===== src/include/cbsc_pkg.sv =====
// package: offsets, fields and types of the status-changed register set
package cbsc_pkg;
	localparam int ADDR_W = 8;
	localparam logic [7:0] OFF_EVENT = 8'h80;
	localparam logic [7:0] OFF_MASK = 8'h84;
	localparam logic [7:0] OFF_STATE = 8'h88;
	localparam logic [7:0] OFF_FORCE = 8'h8c;
	localparam int BIT_WAKE = 4;
	localparam int BIT_SUMM = 14;
	localparam int BIT_INTR = 15;
	localparam logic RST_WAKE = 1'b0;
	localparam logic RST_INTR = 1'b0;
	localparam logic RST_EN = 1'b0;

	typedef struct packed {
		logic evWake;
		logic evIntr;
		logic enWake;
		logic enSumm;
		logic enIntr;
		logic psWake;
		logic [31:0] rdData;
	} cbsc_state_t;

	typedef enum logic [1:0] {
		CBSC_SEL_NONE = 2'h0,
		CBSC_SEL_EVENT = 2'h1,
		CBSC_SEL_MASK = 2'h3,
		CBSC_SEL_STATE = 2'h2
	} cbsc_sel_t;
endpackage


===== src/include/cbsc_dec_if.sv =====
// interface: decoded register access between decoder and register core
`timescale 1ns/10ps
interface cbsc_dec_if;
	import cbsc_pkg::*;
	logic wrEvent;
	logic wrMask;
	logic wrForce;
	cbsc_sel_t rdSel;
	modport dec (output wrEvent, output wrMask, output wrForce, output rdSel);
	modport core (input wrEvent, input wrMask, input wrForce, input rdSel);
endinterface


===== src/core/cbsc_decode.sv =====
// module: memory-space address decoder for the status-changed registers
`timescale 1ns/10ps
module cbsc_decode (
	input wire logic memSel,
	input wire logic ioSel,
	input wire logic wrEn,
	input wire logic rdEn,
	input wire logic [cbsc_pkg::ADDR_W-1:0] addr,
	cbsc_dec_if.dec bus
);
	import cbsc_pkg::*;
	logic hit;
	// io cycles never reach these registers
	assign hit = memSel & ~ioSel;
	always_comb begin
		bus.wrEvent = hit & wrEn & (addr == OFF_EVENT);
		bus.wrMask = hit & wrEn & (addr == OFF_MASK);
		bus.wrForce = hit & wrEn & (addr == OFF_FORCE);
		bus.rdSel = CBSC_SEL_NONE;
		if (hit & rdEn) begin
			case (addr)
				OFF_EVENT: bus.rdSel = CBSC_SEL_EVENT;
				OFF_MASK: bus.rdSel = CBSC_SEL_MASK;
				OFF_STATE: bus.rdSel = CBSC_SEL_STATE;
				default: bus.rdSel = CBSC_SEL_NONE;
			endcase
		end
	end
endmodule


===== src/core/cardbus_status_change_regs.sv =====
// module: status-changed register set with wake and interrupt gating
`timescale 1ns/10ps
// How it works
// - registers are decoded in memory space only, never in io space.
// - a power management event sets the latched wake bit 4 at 80h.
// - latched wake clears when the configuration pme status is cleared.
// - event bit 15 sets while any function interrupt is pending.
// - latched interrupt clears on write-one and on hardware/software reset.
// - the status change pin asserts for wake only if mask bits 4 and 14 set.
// - wake enable and summary enable clear on power-up reset.
// - mask bit 15 gates the interrupt pin and clears on hw/sw reset.
// - present bit 4 shows live wake, clearing with event bit or pme status.
// - present bit 15 shows live interrupt state, cleared at its source or by hw/sw reset.
// - force bit 4 written one sets latched wake, not present bit 4.
// - force bit 15 written one sets latched interrupt, not present bit 15.
module cardbus_status_change_regs (
	input wire logic mclk,
	input wire logic sys_rst,
	input wire logic hwRst,
	input wire logic swRst,
	input wire logic memSel,
	input wire logic ioSel,
	input wire logic wrEn,
	input wire logic rdEn,
	input wire logic [cbsc_pkg::ADDR_W-1:0] addr,
	input wire logic [31:0] wrData,
	output logic [31:0] rdData,
	input wire logic pmeEvent,
	input wire logic pmeStatus,
	input wire logic pmeStatusClr,
	input wire logic pmeEnable,
	input wire logic intrPending,
	output logic cstschg,
	output logic intPin
);
	import cbsc_pkg::*;

	// ------------------------------------------------------------
	// decode
	// ------------------------------------------------------------
	cbsc_dec_if decBus ();

	cbsc_decode uDec (
		.memSel(memSel),
		.ioSel(ioSel),
		.wrEn(wrEn),
		.rdEn(rdEn),
		.addr(addr),
		.bus(decBus)
	);

	// ------------------------------------------------------------
	// state
	// ------------------------------------------------------------
	cbsc_state_t st_ff;
	cbsc_state_t nxt_st;

	// ------------------------------------------------------------
	// reset classes
	// ------------------------------------------------------------
	logic pwrRst;
	logic otherRst;
	logic rstEvWake;
	logic rstEvIntr;
	logic rstEnWake;
	logic rstEnIntr;
	logic rstPsWake;
	logic rstRdData;

	// sys_rst is the power-up reset
	assign pwrRst = sys_rst;
	// hardware and software reset act alike here
	assign otherRst = hwRst | swRst;
	// each field listens only to its own reset classes
	assign rstEvWake = pwrRst;
	assign rstEvIntr = pwrRst | otherRst;
	assign rstEnWake = pwrRst;
	assign rstEnIntr = pwrRst | otherRst;
	assign rstPsWake = pwrRst | otherRst;
	assign rstRdData = pwrRst;

	// ------------------------------------------------------------
	// access strobes
	// ------------------------------------------------------------
	logic wrEvHit;
	logic wrMkHit;
	logic wrFcHit;

	// decoded strobes, io cycles already refused
	assign wrEvHit = decBus.wrEvent;
	assign wrMkHit = decBus.wrMask;
	// force register is write-only
	assign wrFcHit = decBus.wrForce;

	// ------------------------------------------------------------
	// event terms
	// ------------------------------------------------------------
	logic clrWake;
	logic clrIntr;
	logic frcWake;
	logic frcIntr;
	logic setWake;
	logic setIntr;
	logic pmeDrop;

	// write-one clears of the latched event bits
	assign clrWake = wrEvHit & wrData[BIT_WAKE];
	assign clrIntr = wrEvHit & wrData[BIT_INTR];
	// force writes of one; zeros do nothing
	assign frcWake = wrFcHit & wrData[BIT_WAKE];
	assign frcIntr = wrFcHit & wrData[BIT_INTR];
	// hardware sources of the events
	assign setWake = pmeEvent;
	assign setIntr = intrPending;
	// configuration pme status being cleared
	assign pmeDrop = pmeStatusClr;

	// ------------------------------------------------------------
	// mask terms
	// ------------------------------------------------------------
	logic mkLoad;
	logic mkWake;
	logic mkSumm;
	logic mkIntr;

	// a mask write replaces all three live bits at once
	assign mkLoad = wrMkHit;
	assign mkWake = wrData[BIT_WAKE];
	assign mkSumm = wrData[BIT_SUMM];
	assign mkIntr = wrData[BIT_INTR];

	// ------------------------------------------------------------
	// live state
	// ------------------------------------------------------------
	logic psIntr;
	logic wakeHeld;

	// live interrupt: cleared at its source or while hardware or software reset is asserted
	assign psIntr = intrPending & ~otherRst;
	// latched wake stays up unless cleared without a set
	assign wakeHeld = setWake | frcWake
		| (st_ff.evWake & ~clrWake & ~pmeDrop);

	// ------------------------------------------------------------
	// register words
	// ------------------------------------------------------------
	logic [31:0] evWord;
	logic [31:0] mkWord;
	logic [31:0] psWord;

	// only bits 4, 14 and 15 are live
	for (genvar gi = 0; gi < 32; gi++) begin : g_word
		if (gi == BIT_WAKE) begin : g_wake
			assign evWord[gi] = st_ff.evWake;
			assign mkWord[gi] = st_ff.enWake;
			assign psWord[gi] = st_ff.psWake;
		end else if (gi == BIT_SUMM) begin : g_summ
			assign evWord[gi] = 1'b0;
			assign mkWord[gi] = st_ff.enSumm;
			assign psWord[gi] = 1'b0;
		end else if (gi == BIT_INTR) begin : g_intr
			assign evWord[gi] = st_ff.evIntr;
			assign mkWord[gi] = st_ff.enIntr;
			assign psWord[gi] = psIntr;
		end else begin : g_rsvd
			// reserved bits read as zero
			assign evWord[gi] = 1'b0;
			assign mkWord[gi] = 1'b0;
			assign psWord[gi] = 1'b0;
		end
	end

	// ------------------------------------------------------------
	// read select
	// ------------------------------------------------------------
	logic [31:0] rdWord;

	// unmapped, write-only and refused cycles select zero
	always_comb begin
		case (decBus.rdSel)
			CBSC_SEL_EVENT: begin
				rdWord = evWord;
			end
			CBSC_SEL_MASK: begin
				rdWord = mkWord;
			end
			CBSC_SEL_STATE: begin
				rdWord = psWord;
			end
			default: begin
				rdWord = 32'h0000_0000;
			end
		endcase
	end

	// ------------------------------------------------------------
	// next state
	// ------------------------------------------------------------
	always_comb begin
		nxt_st = st_ff;

		// latched wake: clears first, so a set in the same cycle wins
		if (clrWake) begin
			nxt_st.evWake = 1'b0;
		end
		if (pmeDrop) begin
			nxt_st.evWake = 1'b0;
		end

		if (setWake) begin
			nxt_st.evWake = 1'b1;
		end

		if (frcWake) begin
			nxt_st.evWake = 1'b1;
		end

		// latched interrupt: clear, then sets
		if (clrIntr) begin
			nxt_st.evIntr = 1'b0;
		end

		if (setIntr) begin
			nxt_st.evIntr = 1'b1;
		end

		if (frcIntr) begin
			nxt_st.evIntr = 1'b1;
		end

		// live wake: follows events, drops with latch or pme status
		if (setWake) begin
			nxt_st.psWake = 1'b1;
		end else if (~wakeHeld | ~pmeStatus) begin
			nxt_st.psWake = 1'b0;
		end

		// mask register
		if (mkLoad) begin
			nxt_st.enWake = mkWake;
			nxt_st.enSumm = mkSumm;
			nxt_st.enIntr = mkIntr;
		end

		// read data is registered
		nxt_st.rdData = rdWord;

		// resets last, each by its own class
		// hardware and software reset leave the latched wake alone
		if (rstEvWake) begin
			nxt_st.evWake = RST_WAKE;
		end

		if (rstEvIntr) begin
			nxt_st.evIntr = RST_INTR;
		end

		if (rstEnWake) begin
			nxt_st.enWake = RST_EN;
			nxt_st.enSumm = RST_EN;
		end

		// interrupt enable drops on every reset class
		if (rstEnIntr) begin
			nxt_st.enIntr = RST_EN;
		end

		if (rstPsWake) begin
			nxt_st.psWake = 1'b0;
		end

		if (rstRdData) begin
			nxt_st.rdData = 32'h0000_0000;
		end
	end

	// ------------------------------------------------------------
	// registers
	// ------------------------------------------------------------
	always_ff @(posedge mclk) begin
		st_ff <= nxt_st;
	end

	// ------------------------------------------------------------
	// outputs
	// ------------------------------------------------------------
	logic wakeArm;
	logic intrArm;

	assign rdData = st_ff.rdData;

	// both mask bits arm the status change pin
	assign wakeArm = st_ff.enWake & st_ff.enSumm;
	// pme enable gate is the host's to drop as well
	assign cstschg = st_ff.evWake & wakeArm & pmeEnable;

	// mask bit 15 arms the interrupt pin
	assign intrArm = st_ff.enIntr;
	assign intPin = st_ff.evIntr & intrArm & psIntr;
endmodule


===== config.mk =====
export PLATFORM = sky130hd
export DESIGN_NAME = cardbus_status_change_regs
export DESIGN_NICKNAME = d
export VERILOG_FILES = /design/src/include/cbsc_pkg.sv /design/src/include/cbsc_dec_if.sv /design/src/core/cbsc_decode.sv /design/src/core/cardbus_status_change_regs.sv
export SDC_FILE = /design/constraint.sdc
export NUM_CORES = 1
export LEC_CHECK = 0
export ABC_AREA = 0
export BUFFER_PORTS_ARGS = -buffer_cell sky130_fd_sc_hd__buf_2
export CORE_UTILIZATION = 30
export CTS_BUF_LIST = sky130_fd_sc_hd__clkbuf_8
export DETAILED_ROUTE_END_ITERATION = 10
export PLACE_DENSITY = 0.78
export SLEW_MARGIN = 25
export SYNTH_ARGS = -nofsm -noshare
export SYNTH_HDL_FRONTEND = slang
export SYNTH_HIERARCHICAL = 1
export SYNTH_SLANG_ARGS = --single-unit

===== constraint.sdc =====
create_clock -name mclk -period 1.88 [get_ports mclk]
set_input_delay 0.188 -clock mclk [delete_from_list [all_inputs] [get_ports mclk]]
set_output_delay 0.188 -clock mclk [all_outputs]
set_load 0.005 [all_outputs]

==> flow_summary_export.csv, run 1 <==
group,metric,value,unit
placement,numPortBuffers,28,
critical_path,critPathMaxFanout,4,
final_layout,layout-drive-gt1-share,0.386,
routing,vias,566,
logic_synthesis,syn_area,708,sq um
final_layout,area_growth,19.4,%
clock_tree,hold_buffers,0,
final_layout,nNetsFinal,168,
floorplan,coreArea,2210,sq um
final_layout,instances_no_fill,142,
floorplan,initial_core_util,0.320,
global_routing,overflow,0,
logic_synthesis,async_flop_share,0,
outcome,status,"finished clean",
placement,place_inst,138,
global_routing,antenna_found_initial,0,
sta,fin_skew,0.000723,ns
logic_synthesis,synth_area_leader_cell,"buf_4",
routing,avgViaCountPerCell,3.99,
floorplan,die_w,50.6,um
logic_synthesis,synth_cell_types,28,
clock_tree,h-tree-depth,1,
clock_tree,clockRootBuffer,"clkbuf_8",
floorplan,fp.dieArea,2560,sq um
floorplan,std_cell_rows,17,
routing,wl_per_cell,9.15,um
critical_path,startpoint_type,"input port",
logic_synthesis,synth_mux_area_frac,0.0742,
routing,wl,1.30,mm
critical_path,critPathKind,"in -> reg",
clock_tree,clk_pin_slew,0.04,ns
sta,rsz0062_at_grt,"false",
global_routing,grt_pass1_vias,513,
logic_synthesis,synth-seq-cells,9,
routing,first_iter_violations,5,
critical_path,crit_chain,"buf_2 -> or4_4 -> buf_4 -> nor4_2 -> nand2_1 -> a221oi_2 -> nor3_2",
routing,detail-route-antenna-nets,0,
logic_synthesis,synth-warning-count,6,
sta,timing.final.hold_violations,0,
logic_synthesis,synthFlopType,"dfxtp_1",
critical_path,crit_path_end_kind,"flop",
critical_path,regToRegSetupSlack,0.93,ns
routing,drc,0,
global_routing,grt_usage,0.114,
pwr,peakVddDrop,0.347,mV
floorplan,io_pins,87,
logic_synthesis,synth_fa_ha_area_frac,0,
placement,gp_congestion,0.713,
pwr,finalPower,484,uW
sta,post-route-period-util,0.914,
logic_synthesis,synth_top_area_frac,0.307,
logic_synthesis,synth_common_cells,"buf_4 (29), dfxtp_1 (9), nor2_1 (7)",
critical_path,worst_ep_required_time,2.00,ns
sta,clock.fmax,582,MHz
sta,slew_violations,0,
hold_path,hp-class,"in -> reg",
flow_run,drv_cap,0,
clock_tree,clock_sinks,9,
clock_tree,cts.repair.resized,0,
logic_synthesis,synth_xor_area_frac,0.0124,
clock_tree,cts_made_buffers,3,
sta,min_period,1.72,ns
critical_path,worst-endpoint-arrival,1.83,ns
placement,dp_hpwl,1.10,mm
logic_synthesis,yosys-top-cells-area,"buf_4 (31%), dfxtp_1 (25%), nor4_2 (5.3%)",
critical_path,max_stage_delay,0.53,ns
sta,setup_viol,0,
logic_synthesis,synth_top_family_by_area,"buffers and inverters",
clock_tree,clk_path_buf_depth,2,
final_layout,final.fill_count,242,
global_routing,grt_pass1_wl,2.08,mm
critical_path,critical_path.slowest_cell,"or4_4",
logic_synthesis,synth_compound_area_frac,0.0618,
pwr,power_density,572,nW/um^2
routing,firstDrtPassIters,4,
logic_synthesis,synth_seq_area_share,0.254,
logic_synthesis,yosys.area_share.simple,0.279,
global_routing,grt_max_degree,8,
floorplan,die_h,50.6,um
logic_synthesis,syn_inst,79,
pwr,power.leakage,0.413,nW
clock_tree,post-cts-setup-buffer-count,0,
logic_synthesis,avgSynthCellArea,8.96,sq um
clock_tree,cts_tree,"built",
clock_tree,clk_latency,0.23,ns
logic_synthesis,synth_most_common_cell,"buf_4",
logic_synthesis,synth-edff-count,0,
final_layout,antenna_cells,0,
power by group:
group,internal (mW),total [mW],switching (mW)
Clock,0.142,0.221,0.0783
Sequential,0.194,0.196,0.00162
Combinational,0.0298,0.0677,0.0379
Total,0.366,0.484,0.118
layout make-up:
class                   instances  area (sq um)  share of cell area
multi-input cells              68           412               0.487
flip-flops and latches          9           180               0.213
repair buffers                 32           170               0.201
clock buffers                   3          41.3              0.0488
well taps                      28          35.0              0.0414
clock inverters                 1          3.75             0.00444
inverters                       1          3.75             0.00444
final timing paths:
path / from / to / cells past startpoint
worst max-delay path: addr[1] / psWord[4]$_SDFFE_PP0P_ / 7
worst min-delay path: intrPending / evWord[15]$_SDFFE_PP0P_ / 3
worst max register to register: mkWord[4]$_SDFFE_PP0P_ / rdData[4]$_SDFF_PP0_ / 3
worst min register to register: psWord[4]$_SDFFE_PP0P_ / rdData[4]$_SDFF_PP0_ / 2
metrics by stage:
stage	setup WS, ns	utilization	area [sq um]	hold WS, ns	setup TNS (ns)
after global placement	-0.0620	0.362	801	0.421	-0.178
after CTS	0.134	0.382	846	0.192	0
after global routing	0.0727	0.382	846	0.202	0
final	0.162	0.382	846	0.189	0
after floorplan	0.0607	-	813	0.260	0
after detailed placement	-0.107	0.362	801	0.438	-0.259
critical path: cells and delay by family:
family / cells / cell delay, ns
AOI/OAI and AO/OA: 1 / 0.31
buffers and inverters: 2 / 0.26
and+or+nand+nor: 4 / 1.08
sequential cells by signal (all words and copies together), names as in the netlist:
signal	cells
rdData	3
evWord	2
mkWord	2
intrArm	1
psWord	1
layer usage:
metal  vias up  GRT usage  share of wire
met2        36      0.191           0.49
li1        287          -              -
met1       240      0.116           0.39
met5         -          0              0
met4         0     0.0694          0.018
met3         3     0.0485           0.11
cell usage in the layout (no fill, tap or decap):
cell type  instances
a221oi_1           1
a21oi_1            1
nor3_1             2
a22oi_1            2
and4_1             1
nand2b_1           1
buf_2             28
or4_4              1
or3_4              1
nand2_1            2
mux2_1             1
a221oi_2           1
nor3_2             1
nor2b_1            2
nand4b_1           1
nor2_1             7
clkbuf_8           3
dfxtp_1            9
and4b_1            1
nor3b_1            1
and3_1             1
mux2i_1            3
xnor2_1            1
nand3b_1           2
buf_4              4
nor4_2             3
conb_1            29
inv_1              2
or3b_2             1
mux2_2             1
logic make-up (layout without fill, tap and decap cells):
kind of cell,count (synthesis),after routing
xor gates and xnor gates,1,1
other,1,29
and+or+nand+nor,28,28
DFF,9,9
muxes,5,5
AOI/OAI and AO/OA,5,5
buffers and inverters,30,37
(Power assumes the default switching activity.)
==> inputs of run 2 (changes only) <==
--- a/config.mk
+++ b/config.mk
@@ -5,12 +5,12 @@
 export SDC_FILE = /design/constraint.sdc
 export NUM_CORES = 1
 export LEC_CHECK = 0
-export ABC_AREA = 0
+export ABC_AREA = 1
 export BUFFER_PORTS_ARGS = -buffer_cell sky130_fd_sc_hd__buf_2
 export CORE_UTILIZATION = 30
 export CTS_BUF_LIST = sky130_fd_sc_hd__clkbuf_8
 export DETAILED_ROUTE_END_ITERATION = 10
-export PLACE_DENSITY = 0.78
+export PLACE_DENSITY = 0.77
 export SLEW_MARGIN = 25
 export SYNTH_ARGS = -nofsm -noshare
 export SYNTH_HDL_FRONTEND = slang
==> constraint.sdc (replaced) <==
create_clock -name mclk -period 1.88 [get_ports mclk]
set_input_delay 0.188 -clock mclk [delete_from_list [all_inputs] [get_ports mclk]]
set_output_delay 0.188 -clock mclk [all_outputs]
set_load 0.05 [all_outputs]
==> flow_summary_export.csv, run 2 <==
group,metric,value,unit
critical_path,timing.rr.start,"evWord[4]$_SDFFE_PP0P_",
hold_path,hold-path-endpoint,"mkWord[14]$_SDFFE_PP0P_",
pwr,pwr-share-seq,0.333,
final_layout,largest_reg_flops,3,
floorplan,coreArea,2250,sq um
placement,numPortBuffers,28,
global_routing,grt_pass1_vias,532,
logic_synthesis,yosys-top-cells-area,"buf_4 (30%), dfxtp_1 (24%), nor2_1 (12%)",
sta,final.setup.worst_slack,0.682,ns
flow_run,drv_cap,0,
logic_synthesis,avgSynthCellArea,6.30,sq um
placement,post_dp_cell_area,800,sq um
final_layout,layout_common_cells,"conb_1 (29), buf_2 (28), nor2_1 (23)",
sta,min_period,1.20,ns
critical_path,crit_chain,"nand2_1 -> nor2_1 -> buf_2",
pwr,power.leakage,0.480,nW
critical_path,critPathMaxFanout,3,
clock_tree,hold_buffers,0,
logic_synthesis,synth_top_area_frac,0.295,
logic_synthesis,synth-warning-count,6,
global_routing,grt_pass1_wl,2.01,mm
final_layout,nNetsFinal,202,
pwr,p_sw_frac,0.385,
logic_synthesis,synth-seq-cells,9,
logic_synthesis,synth_cell_types,13,
clock_tree,cts.repair.resized,0,
final_layout,fin_area,845,sq um
pwr,comb_power_share,0.304,
final_layout,layout_commonest_cell,"conb_1",
routing,vias,684,
critical_path,max_stage_delay,0.35,ns
global_routing,grt_usage,0.101,
pwr,power_density,698,nW/um^2
global_routing,antenna_found_initial,0,
floorplan,std_cell_rows,17,
routing,wl,1.29,mm
logic_synthesis,synth_seq_area_share,0.244,
clock_tree,clk_latency,0.23,ns
sta,fin_skew,0.00362,ns
logic_synthesis,syn_inst,117,
global_routing,grt_max_degree,7,
routing,drc,0,
routing,detail-route-antenna-nets,0,
pwr,netSwitchingPower,227,uW
critical_path,critPathBufInv,1,
floorplan,io_pins,87,
clock_tree,cts_tree,"built",
pwr,power_frac_clock,0.363,
clock_tree,clk_path_buf_depth,2,
clock_tree,clock_sinks,9,
floorplan,fp.dieArea,2660,sq um
pwr,intPower,362,uW
placement,dp_hpwl,1.12,mm
final_layout,area_growth,14.6,%
critical_path,worst_ep_required_time,1.69,ns
final_layout,instances_no_fill,176,
final_layout,layout-drive-gt1-share,0.230,
floorplan,initial_core_util,0.327,
critical_path,crit_path_end_kind,"output pin",
sta,finalSetupTns,0,ns
clock_tree,clockRootBuffer,"clkbuf_8",
outcome,status,"finished clean",
clock_tree,post-cts-setup-buffer-count,0,
pwr,finalPower,589,uW
critical_path,path_depth,3,
sta,clock.fmax,835,MHz
logic_synthesis,async_flop_share,0,
placement,gp_congestion,0.853,
hold_path,whs_path_depth,3,
clock_tree,cts_made_buffers,3,
hold_path,hp-start,"wrData[14]",
clock_tree,h-tree-depth,1,
critical_path,crit_family,"flip-flops",
sta,timing.final.hold_violations,0,
critical_path,regToRegSetupSlack,1.17,ns
placement,place_ws,0.493,ns
sta,rsz0062_at_grt,"false",
placement,place_inst,172,
critical_path,r2r-end,"psWord[4]$_SDFFE_PP0P_",
logic_synthesis,synth_area_leader_cell,"buf_4",
routing,first_iter_violations,19,
final_layout,antenna_cells,0,
floorplan,die_w,51.6,um
sta,setup_viol,0,
pwr,peakVddDrop,0.413,mV
logic_synthesis,synth_most_common_cell,"buf_4",
critical_path,worst-endpoint-arrival,1.01,ns
logic_synthesis,syn_area,737,sq um
critical_path,startpoint_type,"flop",
logic_synthesis,synth-edff-count,0,
critical_path,worstRegToRegCells,4,
clock_tree,clk_pin_slew,0.04,ns
floorplan,die_h,51.6,um
global_routing,overflow,0,
sta,slew_violations,0,
critical_path,critical_path.slowest_cell,"dfxtp_1",
hold_path,hp-class,"in -> reg",
routing,avgViaCountPerCell,3.89,
routing,firstDrtPassIters,4,
sta,post-route-period-util,0.637,
critical_path,critPathKind,"reg -> out",
logic_synthesis,synth_common_cells,"buf_4 (29), nor2_1 (23), nand2_1 (17)",
logic_synthesis,synthFlopType,"dfxtp_1",
routing,wl_per_cell,7.34,um
==> run 2: cell types whose count changed in the layout (fill, tap and decap cells not counted), sizes merged, moves of 4 or more <==
cell | previous run | this run
nand2 | 2 | 17
inv | 2 | 16
buf | 32 | 28
nor2 | 7 | 24
a21oi | 1 | 5
nand3 | 0 | 14
==> run 2: per-stage QoR <==
step	hold slack, ns	utilization
floorplan	0.257	-
finish	0.187	0.375
global placement	0.417	0.355
global route	0.191	0.375
detailed placement	0.419	0.355
CTS	0.181	0.375
==> run 2: cell type report <==
cell class	instances	area [sq um]
Clock buffer	3	41.3
Clock inverter	1	3.75
Fill cell	252	1410
Inverter	15	56.3
Multi-Input combinational cell	92	388
Sequential cell	9	180
Tap cell	28	35.0
Timing Repair Buffer	28	140
==> run 2: cells by family after synthesis <==
logic type | Yosys count | synth area share
and+or+nand+nor | 55 | 0.321
buffers and inverters | 44 | 0.372
DFF | 9 | 0.244
AOI/OAI and AO/OA | 8 | 0.0577
other | 1 | 0.00509
==> run 2: tightest hold or removal path, stage by stage <==
cell	delay, ns
buf_2	0.08
nor2_1	0.03
nor2_1	0.08
==> run 2: power groups by stage <==
stage	Sequential, mW	Combinational, mW	Clock, mW
final	0.196	0.179	0.214
after global routing	0.196	0.191	0.232
after detailed placement	0.200	0.178	0
after floorplan	0.199	0.194	0
after global placement	0.200	0.177	0
after CTS	0.196	0.179	0.218
==> run 2: routing by layer <==
metal	global-route usage	part of all wire
met5	0	0
met4	0.0270	0
met3	0.0409	0.095
met2	0.180	0.48
met1	0.109	0.43
==> run 2: worst max-delay path by stage <==
stage	slack, ns	start	endpoint
after floorplan	0.66	evWord[15]$_SDFFE_PP0P_	intPin
after global placement	0.52	addr[5]	rdData[15]$_SDFF_PP0_
after detailed placement	0.49	addr[4]	rdData[15]$_SDFF_PP0_
after CTS	0.67	evWord[15]$_SDFFE_PP0P_	intPin
after global routing	0.60	evWord[15]$_SDFFE_PP0P_	intPin
final	0.68	evWord[15]$_SDFFE_PP0P_	intPin
